===== config.mk =====
export PLATFORM = sky130hd
export DESIGN_NAME = ring_node
export DESIGN_NICKNAME = d
export VERILOG_FILES = /design/src/ring_node_pkg.sv /design/src/activity_watch.sv /design/src/ring_node.sv
export SDC_FILE = /design/constraint.sdc
export NUM_CORES = 1
export LEC_CHECK = 0
export BUFFER_PORTS_ARGS = -buffer_cell sky130_fd_sc_hd__buf_2
export CAP_MARGIN = 20
export CORE_ASPECT_RATIO = 1.4
export CORE_MARGIN = 4
export CORE_UTILIZATION = 51
export DETAILED_ROUTE_END_ITERATION = 10
export GPL_TIMING_DRIVEN = 0
export PLACE_DENSITY_LB_ADDON = 0.12
export SKIP_LAST_GASP = 1
export SYNTH_ARGS = -nofsm -noshare
export SYNTH_HDL_FRONTEND = slang
export SYNTH_SLANG_ARGS = --single-unit

===== constraint.sdc =====
create_clock -name pclk -period 2.1 [get_ports pclk]
set_input_delay 0.21 -clock pclk [delete_from_list [all_inputs] [get_ports pclk]]
set_output_delay 0.21 -clock pclk [all_outputs]
set_load 0.02 [all_outputs]

===== src/ring_node_pkg.sv =====
package ring_node_pkg;

  // ----------------------------------------------------------------
  // clock and timing
  // ----------------------------------------------------------------
  localparam int unsigned CLK_MHZ = 100;
  localparam int unsigned MON_HALF_NS = 1000;
  localparam int unsigned MON_HALF_CYC = (MON_HALF_NS * CLK_MHZ) / 1000;
  localparam int unsigned LOSS_TIME_US = 100;
  localparam int unsigned LOSS_CYC = LOSS_TIME_US * CLK_MHZ;
  localparam int unsigned FLASH_TIME_MS = 250;
  localparam int unsigned FLASH_CYC = FLASH_TIME_MS * 1000 * CLK_MHZ;
  localparam int unsigned GEN_PERIOD_US = 1000;
  localparam int unsigned GEN_PERIOD_CYC = GEN_PERIOD_US * CLK_MHZ;
  localparam int unsigned GEN_PULSE_US = 10;
  localparam int unsigned GEN_PULSE_CYC = GEN_PULSE_US * CLK_MHZ;

  // ----------------------------------------------------------------
  // register map
  // ----------------------------------------------------------------
  localparam int unsigned ADDR_W = 8;
  localparam logic [7:0] ADDR_CTRL = 8'h00;
  localparam logic [7:0] ADDR_STATUS = 8'h04;
  localparam logic [7:0] ADDR_INT_STAT = 8'h08;
  localparam logic [7:0] ADDR_INT_MASK = 8'h0c;

  localparam int unsigned CTRL_W = 5;
  localparam logic [4:0] CTRL_RESET = 5'h00;
  localparam int unsigned CTRL_MASTER = 0;
  localparam int unsigned CTRL_SINGLE = 1;
  localparam int unsigned CTRL_LOOP = 2;
  localparam int unsigned CTRL_GEN = 3;
  localparam int unsigned CTRL_ALM_DIS = 4;

  localparam int unsigned STAT_W = 11;
  localparam int unsigned ST_WRAP_BAK = 0;
  localparam int unsigned ST_WRAP_PRI = 1;
  localparam int unsigned ST_LOSS_A = 2;
  localparam int unsigned ST_LOSS_B = 3;
  localparam int unsigned ST_LOOP_A = 4;
  localparam int unsigned ST_LOOP_B = 5;
  localparam int unsigned ST_ALARM = 6;
  localparam int unsigned ST_FAULT = 7;

  localparam int unsigned INT_W = 5;
  localparam logic [4:0] INT_RESET = 5'h00;
  localparam int unsigned INT_WRAP_BAK = 0;
  localparam int unsigned INT_WRAP_PRI = 1;
  localparam int unsigned INT_LOSS = 2;
  localparam int unsigned INT_LOOP_A = 3;
  localparam int unsigned INT_LOOP_B = 4;

  // ----------------------------------------------------------------
  // pin synchroniser slots
  // ----------------------------------------------------------------
  localparam int unsigned NSYNC = 8;
  localparam int unsigned PIN_HOST = 0;
  localparam int unsigned PIN_RTU = 1;
  localparam int unsigned PIN_RX_A = 2;
  localparam int unsigned PIN_RX_B = 3;
  localparam int unsigned PIN_SD_A = 4;
  localparam int unsigned PIN_SD_B = 5;
  localparam int unsigned PIN_MON_A = 6;
  localparam int unsigned PIN_MON_B = 7;
  localparam logic [7:0] SYNC_RESET = 8'h3f;

  typedef enum logic [3:0] {
    WRAP_NONE = 4'b0001,
    WRAP_TO_BAK = 4'b0010,
    WRAP_TO_PRI = 4'b0100,
    WRAP_ISO = 4'b1000
  } wrap_state_t;

endpackage


===== src/activity_watch.sv =====
`timescale 1ns/10ps
module activity_watch #(
  parameter int unsigned LIMIT = 16
) (
  input wire logic pclk,
  input wire logic presetn,
  input wire logic sig,
  output logic alive
);
  localparam int unsigned CW = $clog2(LIMIT + 1);
  localparam logic [CW-1:0] LIM = CW'(LIMIT);

  if (LIMIT < 2) begin : g_chk
    $error("activity_watch: LIMIT must be at least 2");
  end

  logic prev_q;
  logic [CW-1:0] cnt_q;
  logic [CW-1:0] cnt_d;
  wire toggled = sig ^ prev_q;

  assign cnt_d = toggled ? '0 : (cnt_q == LIM) ? cnt_q : cnt_q + 1'b1;
  assign alive = (cnt_q != LIM);

  always_ff @(posedge pclk or negedge presetn) begin
    if (!presetn) begin
      prev_q <= 1'b0;
      cnt_q <= '0;
    end else begin
      prev_q <= sig;
      cnt_q <= cnt_d;
    end
  end
endmodule


===== src/ring_node.sv =====
// Our own choices: the APB slave port and the register addresses.
`timescale 1ns/10ps
module ring_node #(
  parameter int unsigned LOSS_CYCLES = ring_node_pkg::LOSS_CYC,
  parameter int unsigned FLASH_CYCLES = ring_node_pkg::FLASH_CYC,
  parameter int unsigned GEN_PERIOD = ring_node_pkg::GEN_PERIOD_CYC,
  parameter int unsigned GEN_PULSE = ring_node_pkg::GEN_PULSE_CYC
) (
  input wire logic pclk,
  input wire logic presetn,
  input wire logic psel,
  input wire logic penable,
  input wire logic pwrite,
  input wire logic [ring_node_pkg::ADDR_W-1:0] paddr,
  input wire logic [31:0] pwdata,
  output logic [31:0] prdata,
  output logic pready,
  output logic pslverr,
  input wire logic host_rxd,
  output logic host_txd,
  input wire logic rtu_rxd,
  output logic rtu_txd,
  input wire logic opt_rx_a,
  input wire logic opt_rx_b,
  input wire logic sig_det_a,
  input wire logic sig_det_b,
  output logic opt_tx_a,
  output logic opt_tx_b,
  input wire logic mon_rx_a,
  input wire logic mon_rx_b,
  output logic mon_tx_a,
  output logic mon_tx_b,
  output logic wrap_primary_to_backup,
  output logic wrap_backup_to_primary,
  output logic signal_loss,
  output logic alarm_led,
  output logic alarm_relay,
  output logic irq
);
  import ring_node_pkg::*;

  if (LOSS_CYCLES <= 2 * MON_HALF_CYC || GEN_PULSE >= GEN_PERIOD ||
      FLASH_CYCLES < 2 || GEN_PULSE < 1) begin : g_chk
    $error("ring_node: timing parameters out of range");
  end

  localparam int unsigned FW = $clog2(FLASH_CYCLES + 1);
  localparam int unsigned GW = $clog2(GEN_PERIOD + 1);
  localparam int unsigned MW = $clog2(MON_HALF_CYC + 1);
  localparam logic [FW-1:0] FLASH_LIM = FW'(FLASH_CYCLES - 1);
  localparam logic [GW-1:0] GEN_LIM = GW'(GEN_PERIOD - 1);
  localparam logic [GW-1:0] GEN_LOW = GW'(GEN_PULSE);
  localparam logic [MW-1:0] MON_LIM = MW'(MON_HALF_CYC - 1);

  // ----------------------------------------------------------------
  // pin synchronisers
  // ----------------------------------------------------------------
  logic [NSYNC-1:0] sy1_q;
  logic [NSYNC-1:0] sy2_q;
  wire [NSYNC-1:0] pins = {mon_rx_b, mon_rx_a, sig_det_b, sig_det_a,
                           opt_rx_b, opt_rx_a, rtu_rxd, host_rxd};
  always_ff @(posedge pclk or negedge presetn) begin
    if (!presetn) begin
      sy1_q <= SYNC_RESET;
      sy2_q <= SYNC_RESET;
    end else begin
      sy1_q <= pins;
      sy2_q <= sy1_q;
    end
  end
  wire host_s = sy2_q[PIN_HOST];
  wire rtu_s = sy2_q[PIN_RTU];
  wire rx_a = sy2_q[PIN_RX_A];
  wire rx_b = sy2_q[PIN_RX_B];

  // ----------------------------------------------------------------
  // control register
  // ----------------------------------------------------------------
  logic [CTRL_W-1:0] ctrl_q;
  wire master = ctrl_q[CTRL_MASTER];
  wire single = ctrl_q[CTRL_SINGLE];
  wire loop_en = ctrl_q[CTRL_LOOP];
  wire gen_en = ctrl_q[CTRL_GEN];
  wire alm_dis = ctrl_q[CTRL_ALM_DIS];

  // backup signal loss is ignored on a single ring; its monitor input is still relayed
  wire loss_a = ~sy2_q[PIN_SD_A];
  wire loss_b = ~sy2_q[PIN_SD_B] & ~single;

  // ----------------------------------------------------------------
  // loop monitors
  // ----------------------------------------------------------------
  logic [1:0] mon_alive;
  logic [1:0] mon_in;
  assign mon_in = {sy2_q[PIN_MON_B], sy2_q[PIN_MON_A]};
  for (genvar r = 0; r < 2; r++) begin : g_mon
    activity_watch #(.LIMIT(LOSS_CYCLES)) u_watch (
      .pclk(pclk),
      .presetn(presetn),
      .sig(mon_in[r]),
      .alive(mon_alive[r])
    );
  end
  wire loop_alarm_a = master & ~mon_alive[0];
  wire loop_alarm_b = master & ~single & ~mon_alive[1];
  logic [MW-1:0] mon_cnt_q;
  logic mon_gen_q;
  logic [1:0] mon_tx_q;
  wire mon_wrap = (mon_cnt_q == MON_LIM);
  always_ff @(posedge pclk or negedge presetn) begin
    if (!presetn) begin
      mon_cnt_q <= '0;
      mon_gen_q <= 1'b0;
      mon_tx_q <= 2'b00;
    end else begin
      mon_cnt_q <= mon_wrap ? '0 : mon_cnt_q + 1'b1;
      mon_gen_q <= mon_wrap ? ~mon_gen_q : mon_gen_q;
      mon_tx_q <= master ? {mon_gen_q, mon_gen_q} : mon_in;
    end
  end
  assign mon_tx_a = mon_tx_q[0];
  assign mon_tx_b = mon_tx_q[1];

  // ----------------------------------------------------------------
  // break detection and wrap state
  // ----------------------------------------------------------------
  wrap_state_t wrap_q;
  wrap_state_t wrap_d;

  always_comb begin
    case ({master | single, loss_a, loss_b})
      3'b000: wrap_d = WRAP_NONE;
      3'b001: wrap_d = WRAP_TO_BAK;
      3'b010: wrap_d = WRAP_TO_PRI;
      3'b011: wrap_d = WRAP_ISO;
      default: wrap_d = WRAP_NONE;
    endcase
  end

  // fault classes: primary only, backup only, both, monitor only
  wire [3:0] fault_d = {~loss_a & ~loss_b & (loop_alarm_a | loop_alarm_b),
                        loss_a & loss_b, ~loss_a & loss_b,
                        loss_a & ~loss_b};
  logic [3:0] fault_q;

  // ----------------------------------------------------------------
  // data paths
  // ----------------------------------------------------------------
  logic [GW-1:0] gen_cnt_q;
  wire gen_bit = (gen_cnt_q >= GEN_LOW); // idle high, low pulse
  wire src = gen_en ? gen_bit : host_s;
  logic ring_in;
  logic tx_a_d;
  logic tx_b_d;
  always_comb begin
    ring_in = rx_a;
    tx_a_d = rx_a & rtu_s;
    tx_b_d = single ? 1'b1 : rx_b & rtu_s;
    case (wrap_q)
      WRAP_NONE: ring_in = rx_a;
      WRAP_TO_BAK: tx_b_d = rx_a & rtu_s;
      WRAP_TO_PRI: begin
        ring_in = rx_b;
        tx_a_d = rx_b & rtu_s;
        tx_b_d = rx_b & rtu_s;
      end
      WRAP_ISO: begin
        ring_in = 1'b1;
        tx_a_d = rtu_s;
        tx_b_d = rtu_s;
      end
      default: ring_in = rx_a;
    endcase
  end

  wire resp_in = (loss_a & ~single) ? rx_b : rx_a;
  wire host_d = loop_en ? src : resp_in;
  wire rtu_d = gen_en ? gen_bit : loop_en ? rtu_s : ring_in;
  wire opt_a_d = master ? src : tx_a_d;
  wire opt_b_d = master ? (single ? 1'b1 : src) : tx_b_d;

  logic [3:0] line_q;
  always_ff @(posedge pclk or negedge presetn) begin
    if (!presetn) begin
      line_q <= 4'hf;
      gen_cnt_q <= '0;
    end else begin
      line_q <= {opt_b_d, opt_a_d, rtu_d, host_d};
      gen_cnt_q <= (gen_cnt_q == GEN_LIM) ? '0 : gen_cnt_q + 1'b1;
    end
  end
  assign host_txd = line_q[0];
  assign rtu_txd = line_q[1];
  assign opt_tx_a = line_q[2];
  assign opt_tx_b = line_q[3];

  // ----------------------------------------------------------------
  // indications and alarm
  // ----------------------------------------------------------------
  logic [FW-1:0] flash_cnt_q;
  logic flash_q;
  logic [2:0] ind_q;
  logic alarm_q;
  logic alarm_led_q;
  logic relay_q;
  wire alarm_d = loop_alarm_a | loop_alarm_b | loss_a | loss_b |
                 loop_en | gen_en;

  always_ff @(posedge pclk or negedge presetn) begin
    if (!presetn) begin
      flash_cnt_q <= '0;
      flash_q <= 1'b0;
      wrap_q <= WRAP_NONE;
      fault_q <= 4'h0;
      ind_q <= 3'b000;
      alarm_q <= 1'b0;
      alarm_led_q <= 1'b0;
      relay_q <= 1'b0;
    end else begin
      flash_cnt_q <= (flash_cnt_q == FLASH_LIM) ? '0 : flash_cnt_q + 1'b1;
      flash_q <= (flash_cnt_q == FLASH_LIM) ? ~flash_q : flash_q;
      wrap_q <= wrap_d;
      fault_q <= fault_d;
      ind_q <= {loss_a | loss_b, wrap_d == WRAP_TO_PRI || wrap_d == WRAP_ISO,
                wrap_d == WRAP_TO_BAK || wrap_d == WRAP_ISO};
      alarm_q <= alarm_d;
      alarm_led_q <= alarm_d & flash_q;
      relay_q <= alarm_d & ~alm_dis;
    end
  end
  assign wrap_primary_to_backup = ind_q[0];
  assign wrap_backup_to_primary = ind_q[1];
  assign signal_loss = ind_q[2];
  assign alarm_led = alarm_led_q;
  assign alarm_relay = relay_q;

  // ----------------------------------------------------------------
  // register bus and interrupts
  // ----------------------------------------------------------------
  wire [STAT_W-1:0] status = {fault_q, alarm_q, loop_alarm_b, loop_alarm_a,
                              loss_b, loss_a, ind_q[1], ind_q[0]};
  logic [INT_W-1:0] int_stat_q;
  logic [INT_W-1:0] int_mask_q;
  logic [INT_W-1:0] ev_prev_q;
  logic [31:0] rdata_q;
  wire [INT_W-1:0] ev_lvl = {loop_alarm_b, loop_alarm_a, ind_q[2],
                             ind_q[1], ind_q[0]};
  wire [INT_W-1:0] ev_rise = ev_lvl & ~ev_prev_q;
  wire setup = psel & ~penable;
  wire access = psel & penable;
  wire hit_ctrl = (paddr == ADDR_CTRL);
  wire hit_stat = (paddr == ADDR_STATUS);
  wire hit_int = (paddr == ADDR_INT_STAT);
  wire hit_mask = (paddr == ADDR_INT_MASK);
  wire mapped = hit_ctrl | hit_stat | hit_int | hit_mask;
  wire rd_clr = access & ~pwrite & hit_int;
  wire [INT_W-1:0] clr_bits = rd_clr ? rdata_q[INT_W-1:0] : '0;
  wire [31:0] rd_mux =
    hit_ctrl ? {{(32-CTRL_W){1'b0}}, ctrl_q} :
    hit_stat ? {{(32-STAT_W){1'b0}}, status} :
    hit_int ? {{(32-INT_W){1'b0}}, int_stat_q} :
    hit_mask ? {{(32-INT_W){1'b0}}, int_mask_q} : 32'h0000_0000;

  always_ff @(posedge pclk or negedge presetn) begin
    if (!presetn) begin
      ctrl_q <= CTRL_RESET;
      int_mask_q <= INT_RESET;
      int_stat_q <= INT_RESET;
      ev_prev_q <= INT_RESET;
      rdata_q <= 32'h0000_0000;
    end else begin
      if (access && pwrite && hit_ctrl)
        ctrl_q <= pwdata[CTRL_W-1:0];
      if (access && pwrite && hit_mask)
        int_mask_q <= pwdata[INT_W-1:0];
      int_stat_q <= (int_stat_q & ~clr_bits) | ev_rise; // set wins
      ev_prev_q <= ev_lvl;
      if (setup && !pwrite)
        rdata_q <= rd_mux;
    end
  end

  assign prdata = rdata_q;
  assign pready = 1'b1;
  assign pslverr = access & ~mapped;
  assign irq = |(int_stat_q & int_mask_q);

  wire slave_n = !master && !loop_en && !gen_en;
endmodule


# Word-level counts from Yosys, hierarchy flattened

Index checks and enable logic that the tools add are counted.

Input bits: 53
Register bits: 169
Output and inout bits: 46
Word-level logic and storage cells: 135

Reductions and logical operators: 9
Muxes and demuxes: 26
Add/sub/neg operators: 5
$lt $le $gt $ge: 1
Bitwise operators: 49
Eq/ne operators: 21

Operators with widths:

| cell                                                                 | count |
|---|---|
| two-way mux 14 bit                                                   | 4 |
| adder 14 x 1 -> 14 bit (second input constant)                       | 2 |
| == test 14 bit (second input constant)                               | 2 |
| inequality test 14 bit (second input constant)                       | 2 |
| adder 25 x 1 -> 25 bit (second input constant)                       | 1 |
| == test 25 bit (second input constant)                               | 1 |
| two-way mux 25 bit                                                   | 1 |
| two-way mux 11 bit                                                   | 2 |
| bitwise AND 1 bit                                                    | 19 |
| adder 17 x 1 -> 17 bit (second input constant)                       | 1 |
| == test 17 bit (second input constant)                               | 1 |
| greater-or-equal comparator 17 x 10 -> 1 bit (second input constant) | 1 |
| two-way mux 17 bit                                                   | 1 |
| == test 8 x 4 -> 1 bit (second input constant)                       | 2 |
| bitwise AND 5 bit                                                    | 3 |
| two-way mux 5 bit                                                    | 3 |
| inverter 1 bit                                                       | 12 |
| one-hot mux 4 bit (3 select lines)                                   | 1 |
| inverter 5 bit                                                       | 2 |
| bitwise OR 1 bit                                                     | 10 |
| two-way mux 1 bit                                                    | 9 |
| == test 4 x 2 -> 1 bit (second input constant)                       | 2 |
| == test 4 x 3 -> 1 bit (second input constant)                       | 2 |
| == test 4 bit (second input constant)                                | 2 |
| 17 further kinds                                                     | 25 |

# Logic depth before layout (Yosys ltp)

Gate-level depths: netlist (run 1).

Depth in word-level cells: 9
Gate-level depth with buffers: 8
Depth with buffers taken out: 7

# Cells and area by module

Synthesis (run 1) repeated with hierarchy kept, for this count alone.

Cell total of the unflattened synthesis: 607
Area total of the unflattened synthesis: 6685.2 um^2

Modules (own cells, without submodules):

| module         | seq. area each (um^2) | instances | cells each | area an instance (um^2) |
|---|---|---|---|---|
| ring_node      | 2974.1                | 1         | 447        | 5128.7 |
| activity_watch | 375.4                 | 2         | 80         | 778.2 |

# Worst setup path before layout (run 1)

Ideal clock, no wire load.

Path kind: reg2reg
Start point: register g_mon[1].u_watch.cnt_q[0]
End point: register alarm_led_q, in the netlist alarm_led
Clock period less this slack: 1996 ps
Library setup time: 66 ps
Data arrival time: 1931 ps
Required time: 2034 ps
Path slack: 104 ps
Stages on the path, launching flop included: 9
Path through: dfrtp_1 inv_1 ha_1 or4b_1 or4_1 buf_2 nand3b_4 nand3_2 and2_1

Cells in the longest elaborated chain, start to end: 9

Ends and longest elaborated chain:

| item                          | line                 | text |
|---|---|---|
| from (decl)                   | activity_watch.sv:18 | `logic [CW-1:0] cnt_q;` |
| from (signal assigned)        | activity_watch.sv:31 | `cnt_q <= cnt_d;` |
| inequality test 14 bit        | activity_watch.sv:23 | `assign alive = (cnt_q != LIM);` |
| inverter 1 bit                | ring_node.sv:105     | `wire loop_alarm_b = master & ~single & ~mon_alive[1];` |
| bitwise AND 1 bit             | ring_node.sv:105     |  |
| bitwise OR 1 bit (4 in a row) | ring_node.sv:206     | `wire alarm_d = loop_alarm_a \| loop_alarm_b \| loss_a \| loss_b \|` |
| bitwise OR 1 bit              | ring_node.sv:207     | `loop_en \| gen_en;` |
| via alarm_d                   | ring_node.sv:206     |  |
| bitwise AND 1 bit             | ring_node.sv:227     | `alarm_led_q <= alarm_d & flash_q;` |
| to (signal assigned)          | ring_node.sv:227     |  |
| to (decl)                     | ring_node.sv:204     | `logic alarm_led_q;` |

The timed path passes the listed nets, and every way through them passes these cells.
A chain may end at the register's enable or synchronous reset.

# Final worst setup path (run 1)

Ends and elaborated chain as after synthesis.

==> results of run 1 <==
synth_stat cells, types with 2 or more instances:
library cell and instances:
dfrtp_1 131, nor2_1 70, nand2_1 44, nand3_1 35, xor2_1 31, xnor2_1 29, o21ai_0 23, buf_4 22
dfstp_2 17, inv_1 17, nand4_1 14, mux2_2 12, nor3_1 12, a22o_1 11, a21oi_1 10, and2_1 10
clkbuf_1 10, and3_1 9, ha_1 8, nor4_1 7, or3_1 5, mux2i_1 4, mux4_2 4, nand3b_1 4
nor2b_1 4, nor4b_1 4, or2_2 4, and4_1 3, buf_2 3, a41oi_1 2, conb_1 2, nand2b_1 2
or4_1 2, or4b_1 2
metal layers:
metal	GRT usage [%]	vias up	part of all wire [%]
met5	0	-	0
met4	6.16	0	1.7
met3	4.77	19	4.0
met2	32.0	114	51
met1	22.4	2226	43
li1	-	2195	-
state kept, by name, summed over array words and instances (netlist names), 7 cells and up:
name and count:
g_mon.u_watch.cnt_q 28, mon_cnt_q 7, sy1_q 8, flash_cnt_q 25
sy2_q 8, prdata 11, gen_cnt_q 17
layout make-up:
cell class,count,area (sq um)
flip-flops and latches,148,3720
fillers,1012,4590
well taps,150,188
repair buffers,61,389
multi-input cells,411,2690
inverters,17,63.8
clock buffers,23,478
plain buffers,34,221
clock inverters,9,151
worst paths after layout:
path                                           startpoint                        end  cells past startpoint
worst max-delay path            g_mon[1].u_watch.cnt_q[0]                  alarm_led                      8
worst min-delay path                            pwdata[1]              int_mask_q[1]                      2
worst max register to register  g_mon[1].u_watch.cnt_q[0]                  alarm_led                      8
worst min register to register                   sy1_q[6]                   sy2_q[6]                      0
max in group asynchronous                         presetn                   sy2_q[3]                      3
min in group asynchronous                         presetn  g_mon[0].u_watch.cnt_q[7]                      2
cells by family after synthesis:
family	count (synthesis)	share of synthesized area, %
AOI/OAI and AO/OA	58	5.82
xor gates and xnor gates	60	7.99
adders and majority gates	8	1.52
buffers and inverters	52	4.28
DFF	148	56.6
muxes	20	4.03
other	2	0.114
and+or+nand+nor	243	19.6
timing repair:
item / 4_1_cts / 5_1_grt
cloned: 0 / 0
setup endpoints to repair: 16 / 20
hold endpoints to repair: 56 / 0
buffers inserted: 3 / 1
pin swaps: 2 / 2
hold buffers: 9 / 0
resized for setup: 2 / 13
critical path, cell delays in order (launching register included):
cell	delay, ps
dfrtp_1	400
inv_2	80
ha_4	120
or4b_4	440
or4_4	480
buf_6	140
nand3b_4	180
nand3_2	90
and2_1	130
power by group through the flow:
stage / Combinational (mW) / Clock [mW] / Sequential (mW)
4_1_cts: 0.400 / 3.28 / 2.98
6_report: 0.416 / 3.20 / 2.98
3_3_place_gp: 0.355 / 0 / 3.03
3_5_place_dp: 0.371 / 0 / 3.03
5_1_grt: 0.466 / 3.41 / 2.99
2_1_floorplan: 0.210 / 0 / 3.04
==> metrics.yaml, run 1 <==
htreeDepth: 4
async_flop_share_pct: 100
first_iter_violations: 157
maxCapViolations: 0
yosysWarnings: 0
cp.arrival_ps: 2460
cts_tree: "yes"
switching_share_pct: 21.4
seqPwrFrac_pct: 45.2
power.switching_mw: 1.42
worst_slack_ps: -5.32
gr-total-overflow: 0
pre_cts_slack_ps: -145
drtAntennaViolNets: 0
cts.sink_count: 148
antenna_cells: 0
vias: 4554
r2r_setup_slack_ps: -5
drc: 0
via_per_inst: 5.34
drt_first_pass_iters: 4
status: "complete, but fails checks"
path_clk_slew_ps: 60
dpl_cell_area_sq_mm: 0.00711
ctsLongestPathBuffers: 2
synth.distinct_cells: 58
synth_area_sq_mm: 0.00658
finalHoldViolCount: 0
p_leak_nw: 3.69
wire_per_inst_microns: 14.9
root_buffer: "clkbuf_16"
max_freq_ghz: 0.475
fin_crit_ps: 2110
fin_nets: 751
syn_avg_cell_area_sq_um: 11.1
post-synth-top-area-cell: "dfrtp_1"
synth_top_area_share_pct: 49.8
cp_max_fo: 5
path_class: "reg -> reg"
synthCells: 591
area_growth_pct: 20.1
rsz0062_at_grt: "true"
grt_max_degree: 99
p_clk_share_pct: 48.5
violations: "setup timing"
synthFlopType: "dfrtp_1"
synth_seq_area_share_pct: 56.6
numPlacedInstances: 809
antenna_found_initial: 0
total_power_mw: 6.60
grt_pass1_wl_mm: 22.1
holdCritPathClass: "in -> reg"
grt_use_total_pct: 18.4
rows: 48
setup_tns_ps: -5.32
slew_headroom_pct: 44.2
final_common_cell: "dfrtp_1"
final_cells: 853
endpoint_kind: "register"
most-common-layout-cells: "dfrtp_1 (131), nor2_1 (70), buf_2 (48)"
fin_crit_sh_pct: 100
final_cell_area_sq_mm: 0.00790
synth.area.top_cells: "dfrtp_1 (50%), dfstp_2 (6.8%), xor2_1 (4.1%), nor2_1 (4.0%), xnor2_1 (3.9%)"
dieArea_sq_mm: 0.0148
final-setup-viol-count: 1
skew_ps: 8.66
peakVddDrop_v: 0.000452
num_io_pins: 99
die_h_microns: 142
cellInternalPower_mw: 5.19
grt_pass1_vias: 4680
wirelength_mm: 12.7
final_util_pct: 63.3
clk_latency_ps: 420
placeableCoreArea_sq_mm: 0.0125
finalWeightedCongestion: 0.794
drive_gt1_share_pct: 23.0
synth-seq-cells: 148
synth_edf_count: 0
drv_slew: 0
port_buffers: 47
combPwrFrac_pct: 6.3
dp_hpwl_mm: 8.70
die_width_microns: 104
start_util_pct: 52.6
numCtsBuffers: 17
pwr_density_cell_mw_per_mm2: 836
worstPathRequired_ps: 2460
hold-worst-slack_ps: 44.0
tightest_slew_ps: 829
start_kind: "register"
Power figures use the tool's default switching activity.
==> inputs of run 2 (changes only) <==
--- a/config.mk
+++ b/config.mk
@@ -6,10 +6,11 @@
 export NUM_CORES = 1
 export LEC_CHECK = 0
 export BUFFER_PORTS_ARGS = -buffer_cell sky130_fd_sc_hd__buf_2
-export CAP_MARGIN = 20
+export CELL_PAD_IN_SITES_DETAIL_PLACEMENT = 1
+export CELL_PAD_IN_SITES_GLOBAL_PLACEMENT = 1
 export CORE_ASPECT_RATIO = 1.4
 export CORE_MARGIN = 4
-export CORE_UTILIZATION = 51
+export CORE_UTILIZATION = 41
 export DETAILED_ROUTE_END_ITERATION = 10
 export GPL_TIMING_DRIVEN = 0
 export PLACE_DENSITY_LB_ADDON = 0.12
==> run 2 against run 1 <==
The flow now finishes without violations. Global-route usage down 1.2 points. Wire length increased by 15%. Register-to-register slack better by 20 ps. Total power up 3.4%. First-iteration DRC count shrank 7.6%.
==> metrics.yaml, run 2 (same netlist as run 1, synthesis figures left out) <==
peakVddDrop_v: 0.000558  # +23%
placeableCoreArea_sq_mm: 0.0157  # +25%
grt_use_total_pct: 17.2  # -1.2 points
rsz0062_at_grt: "true"
drv_slew: 0  # unchanged
final_common_cell: "dfrtp_1"
register_area_sq_mm: 0.00372  # unchanged
drive_gt1_share_pct: 23.5  # +0.50 points
tightest_slew_ps: 919  # +90.3 ps
wirelength_mm: 14.6  # +15%
fin_crit_sh_pct: 99.2  # -1.1 points
numPlacedInstances: 855  # +5.7%
area_growth_pct: 21.9
first_iter_violations: 145  # -7.6%
dpl_cell_area_sq_mm: 0.00717  # +0.81%
setup_tns_ps: 0  # +5.32 ps
dieArea_sq_mm: 0.0182  # +23%
drtAntennaViolNets: 0  # unchanged
path_clk_slew_ps: 60  # about the same
via_per_inst: 5.15  # -3.5%
grt_pass1_wl_mm: 24.6  # +11%
drt_first_pass_iters: 4  # unchanged
dp_hpwl_mm: 10.2  # +18%
max_freq_ghz: 0.480  # +1.1%
regMostFlops: "g_mon.u_watch.cnt_q"
status: "complete, no violations"
p_leak_nw: 3.71  # +0.55%
final_cell_area_sq_mm: 0.00802  # +1.5%
fin_nets: 753  # +0.27%
top_regs: "g_mon.u_watch.cnt_q x28, flash_cnt_q x25, gen_cnt_q x17"
die_h_microns: 158  # +11%
grt_pass1_vias: 5009  # +7.0%
crit_path_start: "g_mon[1].u_watch.cnt_q[1]"
start_kind: "register"
rows: 54  # +13%
multi_input_area_sq_mm: 0.00268  # about the same
finalHoldViolCount: 0  # unchanged
cp_cell_sequence: "inv_2, ha_4, or4b_4, or4_4, nand3b_4, nand3_2, and2_1"
maxCapViolations: 0  # unchanged
vias: 4640  # +1.9%
grt_max_degree: 95  # -4.0%
start_util_pct: 42.0  # -11 points
pwr_density_cell_mw_per_mm2: 851  # +1.9%
die_width_microns: 115  # +11%
holdCritStartpoint: "pwdata[2]"
clk_latency_ps: 420  # about the same
wire_per_inst_microns: 16.2  # +8.5%
cts.sink_count: 148  # unchanged
holdCritPathClass: "in -> reg"
ctsLongestPathBuffers: 2  # unchanged
drc: 0  # unchanged
skew_ps: 6.43  # -2.23 ps
endpoint_kind: "register"
largest_register_ffs: 28  # unchanged
final_cells: 901  # +5.6%
slew_headroom_pct: 38.1  # -6.1 points
antenna_found_initial: 0  # unchanged
critical_path.slowest_cell: "or4_4"
worst_slack_ps: 17.7  # +23.1 ps
cts_tree: "yes"
most-common-layout-cells: "dfrtp_1 (131), nor2_1 (69), buf_2 (48)"
slowest_delay_ps: 530  # +50 ps
fin_crit_ps: 2080  # -23.1 ps
finalWeightedCongestion: 0.812  # +2.3%
cp.arrival_ps: 2440  # -20 ps
htreeDepth: 4  # unchanged
cp_max_fo: 5  # unchanged
fillCellCount: 1724  # +70%
r2r_start: "g_mon[1].u_watch.cnt_q[1]"
gr-total-overflow: 0  # unchanged
numCtsBuffers: 17  # unchanged
path_class: "reg -> reg"
root_buffer: "clkbuf_16"
antenna_cells: 0  # unchanged
port_buffers: 47  # unchanged
pre_cts_slack_ps: -206  # -61.0 ps
final-setup-viol-count: 0  # -1
worstPathRequired_ps: 2450  # about the same
num_io_pins: 99  # unchanged
## run 2: cell types whose count changed in the layout (fill, tap and decap cells not counted)
| cell | change |
|---|---|
| clkinv_2 | -1 |
| nor2_2 | +1 |
| buf_4 | +2 |
| mux2_4 | -1 |
| clkbuf_1 | -2 |
| mux2_2 | +1 |
| inv_1 | +1 |
| clkinvlp_4 | +2 |
| clkinv_4 | +1 |
| inv_2 | -1 |
| nor2_1 | -1 |
| bufinv_16 | +2 |
| clkbuf_8 | -2 |
## run 2: worst paths after layout
kind	end	slack, ps	cells past startpoint
setup / recovery	alarm_led	20	7
hold / removal	int_mask_q[2]	40	2
setup reg to reg	alarm_led	20	7
hold reg to reg	sy2_q[6]	350	0
max in group asynchronous	sy2_q[2]	810	3
min in group asynchronous	g_mon[0].u_watch.cnt_q[7]	440	2
## run 2: area by class of cell
type                            count  share of cell area [%]
Buffer                             33                    2.62
Clock buffer                       19                    5.53
Clock inverter                     13                    2.87
Inverter                           17                   0.796
Multi-Input combinational cell    411                    33.5
Sequential cell                   148                    46.5
Tap cell                          196                    3.06
Timing Repair Buffer               64                    5.18
## run 2: critical path, delay by kind of cell, from the launching register on
family / cells / cell delay [ps]
flops: 1 / 400
fa+ha+maj: 1 / 130
buf+inv: 1 / 90
simple gates: 5 / 1400
## run 2: layer usage
layer,track usage (%),vias to the layer above,wire [microns]
met1,20.2,2358,6080
li1,-,2198,-
met5,0,-,0
met2,30.7,65,7820
met4,6.26,0,246
met3,3.75,19,417
## run 2: through the flow
stage                     hold slack (ps)  util [%]  total power [mW]
final                                42.0      51.1              6.83
after global placement                316      45.5              3.39
after global routing                 32.5      51.1              7.11
after CTS                            24.3      50.8              6.90
after detailed placement              317      45.7              3.41
after floorplan                     -85.6         -              3.25
## run 2: timing repair
action,CTS,global route
hold endpoints to repair,97,0
hold buffers,9,0
resized for setup,7,8
pin swaps,5,3
buffers inserted,3,4
setup endpoints to repair,16,27
## run 2: power by group
| group | total (mW) | internal (mW) | leakage (nW) | switching, mW |
|---|---|---|---|---|
| logic | 0.424 | 0.175 | 1.51 | 0.249 |
| registers | 2.98 | 2.93 | 1.88 | 0.0512 |
| clock network | 3.42 | 2.26 | 0.319 | 1.16 |
==> inputs of run 3 (changes only) <==
--- a/config.mk
+++ b/config.mk
@@ -5,12 +5,13 @@
 export SDC_FILE = /design/constraint.sdc
 export NUM_CORES = 1
 export LEC_CHECK = 0
+export ABC_AREA = 1
 export BUFFER_PORTS_ARGS = -buffer_cell sky130_fd_sc_hd__buf_2
 export CELL_PAD_IN_SITES_DETAIL_PLACEMENT = 1
 export CELL_PAD_IN_SITES_GLOBAL_PLACEMENT = 1
 export CORE_ASPECT_RATIO = 1.4
 export CORE_MARGIN = 4
-export CORE_UTILIZATION = 41
+export CORE_UTILIZATION = 39
 export DETAILED_ROUTE_END_ITERATION = 10
 export GPL_TIMING_DRIVEN = 0
 export PLACE_DENSITY_LB_ADDON = 0.12
==> constraint.sdc (replaced) <==
create_clock -name pclk -period 2.1 [get_ports pclk]
set_input_delay 0.63 -clock pclk [delete_from_list [all_inputs] [get_ports pclk]]
set_output_delay 0.63 -clock pclk [all_outputs]
set_load 0.02 [all_outputs]
==> run 3 against run 2 <==
Cell area increased by 7.0%. Critical path depth fell by 2. First-iteration DRC count grew 84%. Flip-flop and latch count unchanged. Register-to-register slack improved by 200 ps. Largest cell class unchanged. Highest routed layer unchanged. Die area up 15%.
==> metrics.yaml, run 3 <==
grt_pass1_wl_mm: 30.0  # +22%
r2r_setup_slack_ps: 220  # +200 ps
die_h_microns: 169  # +7.3%
clk_latency_ps: 430  # about the same
synth_top_area_share_pct: 45.2  # -4.7 points
async_flop_share_pct: 100  # unchanged
path_class: "reg -> out"
drtAntennaViolNets: 0  # unchanged
vias: 5933  # +28%
synth_seq_area_share_pct: 51.3  # -5.3 points
wire_per_inst_microns: 14.2  # -12%
final_util_pct: 47.3  # -3.9 points
slew_headroom_pct: 58.3  # +20 points
holdCritPathClass: "in -> async"
antenna_found_initial: 0  # unchanged
cp_cell_sequence: "nand2_1, nand2_1, a221oi_2, nand2_1, buf_4"
drive_gt1_share_pct: 15.4  # -8.1 points
dieArea_sq_mm: 0.0209  # +15%
grt_use_total_pct: 17.9  # +0.72 points
critical_path.slowest_cell: "dfrtp_1"
synth_edf_count: 0  # unchanged
setup_tns_ps: 0  # unchanged
regMostFlops: "g_mon.u_watch.cnt_q"
rsz0062_at_grt: "false"
cp.arrival_ps: 1400  # -1040 ps
num_io_pins: 99  # unchanged
cp_num_cells: 5  # -2
first_iter_violations: 267  # +84%
slowest_delay_ps: 400  # -130 ps
final_cells: 1238  # +37%
max_freq_ghz: 0.492  # +2.5%
post-synth-top-area-cell: "dfrtp_1"
yosys-top-cells-count: "nand2_1 (185), inv_1 (144), dfrtp_1 (131)"
antenna_cells: 0  # unchanged
cts_tree: "yes"
register_area_sq_mm: 0.00372  # unchanged
hold-worst-slack_ps: 180  # +138 ps
fin_crit_sh_pct: 96.7  # -2.4 points
start_util_pct: 40.0  # -1.9 points
wirelength_mm: 17.5  # +20%
crit_end: "irq"
finalWeightedCongestion: 0.811  # -0.21%
drc: 0  # unchanged
skew_ps: 5.77  # -0.660 ps
gr-total-overflow: 0  # unchanged
synth.distinct_cells: 36  # -38%
synth.area.top_cells: "dfrtp_1 (45%), nand2_1 (9.6%), inv_1 (7.4%), nor2_1 (6.7%), dfstp_2 (6.2%)"
htreeDepth: 4  # unchanged
synth-seq-cells: 148  # unchanged
cp_max_fo: 2  # -3
dp_hpwl_mm: 13.1  # +28%
rr_endpoint: "flash_cnt_q[0]"
r2r_cells: 9  # +2
numPlacedInstances: 1202  # +41%
top_regs: "g_mon.u_watch.cnt_q x28, flash_cnt_q x25, gen_cnt_q x17"
root_buffer: "clkbuf_16"
crit_buf_inv: 1  # unchanged
yosysWarnings: 0  # unchanged
pre_cts_slack_ps: 142  # +348 ps
synthFlopType: "dfrtp_1"
syn_avg_cell_area_sq_um: 8.14  # -27%
drt_first_pass_iters: 4  # unchanged
yosysMostFrequentCell: "nand2_1"
crit_family: "flip-flops"
endpoint_kind: "primary output"
synthCells: 892  # +51%
ctsLongestPathBuffers: 2  # unchanged
port_buffers: 49  # +4.3%
area_growth_pct: 18.2
worst_slack_ps: 68.8  # +51.1 ps
maxCapViolations: 0  # unchanged
r2r_start: "flash_cnt_q[0]"
pwr_density_cell_mw_per_mm2: 766  # -10%
die_width_microns: 123  # +7.2%
tightest_slew_ps: 625  # -294 ps
largest_register_ffs: 28  # unchanged
p_leak_nw: 4.30  # +16%
final-setup-viol-count: 0  # unchanged
fin_nets: 1046  # +39%
multi_input_area_sq_mm: 0.00286  # +6.4%
cts.sink_count: 148  # unchanged
rows: 58  # +7.4%
final_common_cell: "nand2_1"
fillCellCount: 2240  # +30%
path_clk_slew_ps: 60  # about the same
numCtsBuffers: 17  # unchanged
crit_path_start: "int_mask_q[0]"
fin_crit_ps: 2030  # -51.1 ps
grt_pass1_vias: 6227  # +24%
dpl_cell_area_sq_mm: 0.00791  # +10%
grt_max_degree: 85  # -11%
final_cell_area_sq_mm: 0.00858  # +7.0%
synth_area_sq_mm: 0.00726  # +10%
peakVddDrop_v: 0.000565  # +1.4%
postCtsHoldBufs: 0  # -9
cp_common_cell: "nand2_1"
start_kind: "register"
via_per_inst: 4.79  # -6.9%
status: "complete, no violations"
finalHoldViolCount: 0  # unchanged
total_power_mw: 6.57  # -3.8%
placeableCoreArea_sq_mm: 0.0181  # +16%
worstPathRequired_ps: 1470  # -980 ps
drv_slew: 0  # unchanged
most-common-layout-cells: "nand2_1 (185), inv_1 (144), dfrtp_1 (131)"
run 3: how the worst min path moves through the flow:
stage,startpoint,to,cells after the start
2_1_floorplan,presetn,alarm_led,0
3_3_place_gp,sy1_q[6],sy2_q[6],0
3_5_place_dp,sy1_q[7],sy2_q[7],0
4_1_cts,presetn,g_mon[0].u_watch.cnt_q[5],1
5_1_grt,presetn,g_mon[0].u_watch.cnt_q[5],1
6_report,presetn,g_mon[0].u_watch.cnt_q[5],1
run 3: cell families (layout without fill, tap and decap cells):
| group | Yosys count | in the layout | synth area share, % |
|---|---|---|---|
| AND/OR/NAND/NOR | 447 | 447 | 26.9 |
| buffers and inverters | 173 | 259 | 10.4 |
| flip-flops | 148 | 148 | 51.3 |
| AO/OA/AOI/OAI | 86 | 86 | 6.38 |
| XOR/XNOR | 28 | 28 | 3.48 |
| adder cells (fa/ha/maj) | 8 | 8 | 1.38 |
| other | 2 | 22 | 0.103 |
run 3: area by class of cell:
type / instances / share of cell area, %
flip-flops and latches: 148 / 43.4
multi-input cells: 591 / 33.3
clock inverters: 13 / 2.01
clock buffers: 19 / 5.28
plain buffers: 28 / 2.44
inverters: 145 / 6.40
well taps: 240 / 3.50
repair buffers: 54 / 3.63
run 3: what timing repair did:
| item | CTS | global route |
|---|---|---|
| cloned | 0 | 0 |
| resized for setup | 0 | 2 |
| setup endpoints to repair | 1 | 1 |
| setup buffers | 2 | 2 |
run 3: layer usage:
| metal | global-route usage (%) | part of all wire [%] | up-vias |
|---|---|---|---|
| li1 | - | - | 2944 |
| met4 | 6.07 | 1.8 | 0 |
| met1 | 21.6 | 43 | 2898 |
| met5 | 0 | 0 | - |
| met3 | 3.10 | 2.7 | 24 |
| met2 | 32.0 | 53 | 67 |
run 3: power breakdown:
| group | leakage, nW | total (mW) | switching [mW] | internal (mW) |
|---|---|---|---|---|
| clock network | 0.305 | 3.21 | 1.26 | 1.95 |
| registers | 1.85 | 2.97 | 0.0471 | 2.92 |
| logic | 2.15 | 0.384 | 0.256 | 0.129 |
| total | 4.30 | 6.57 | 1.56 | 5.00 |
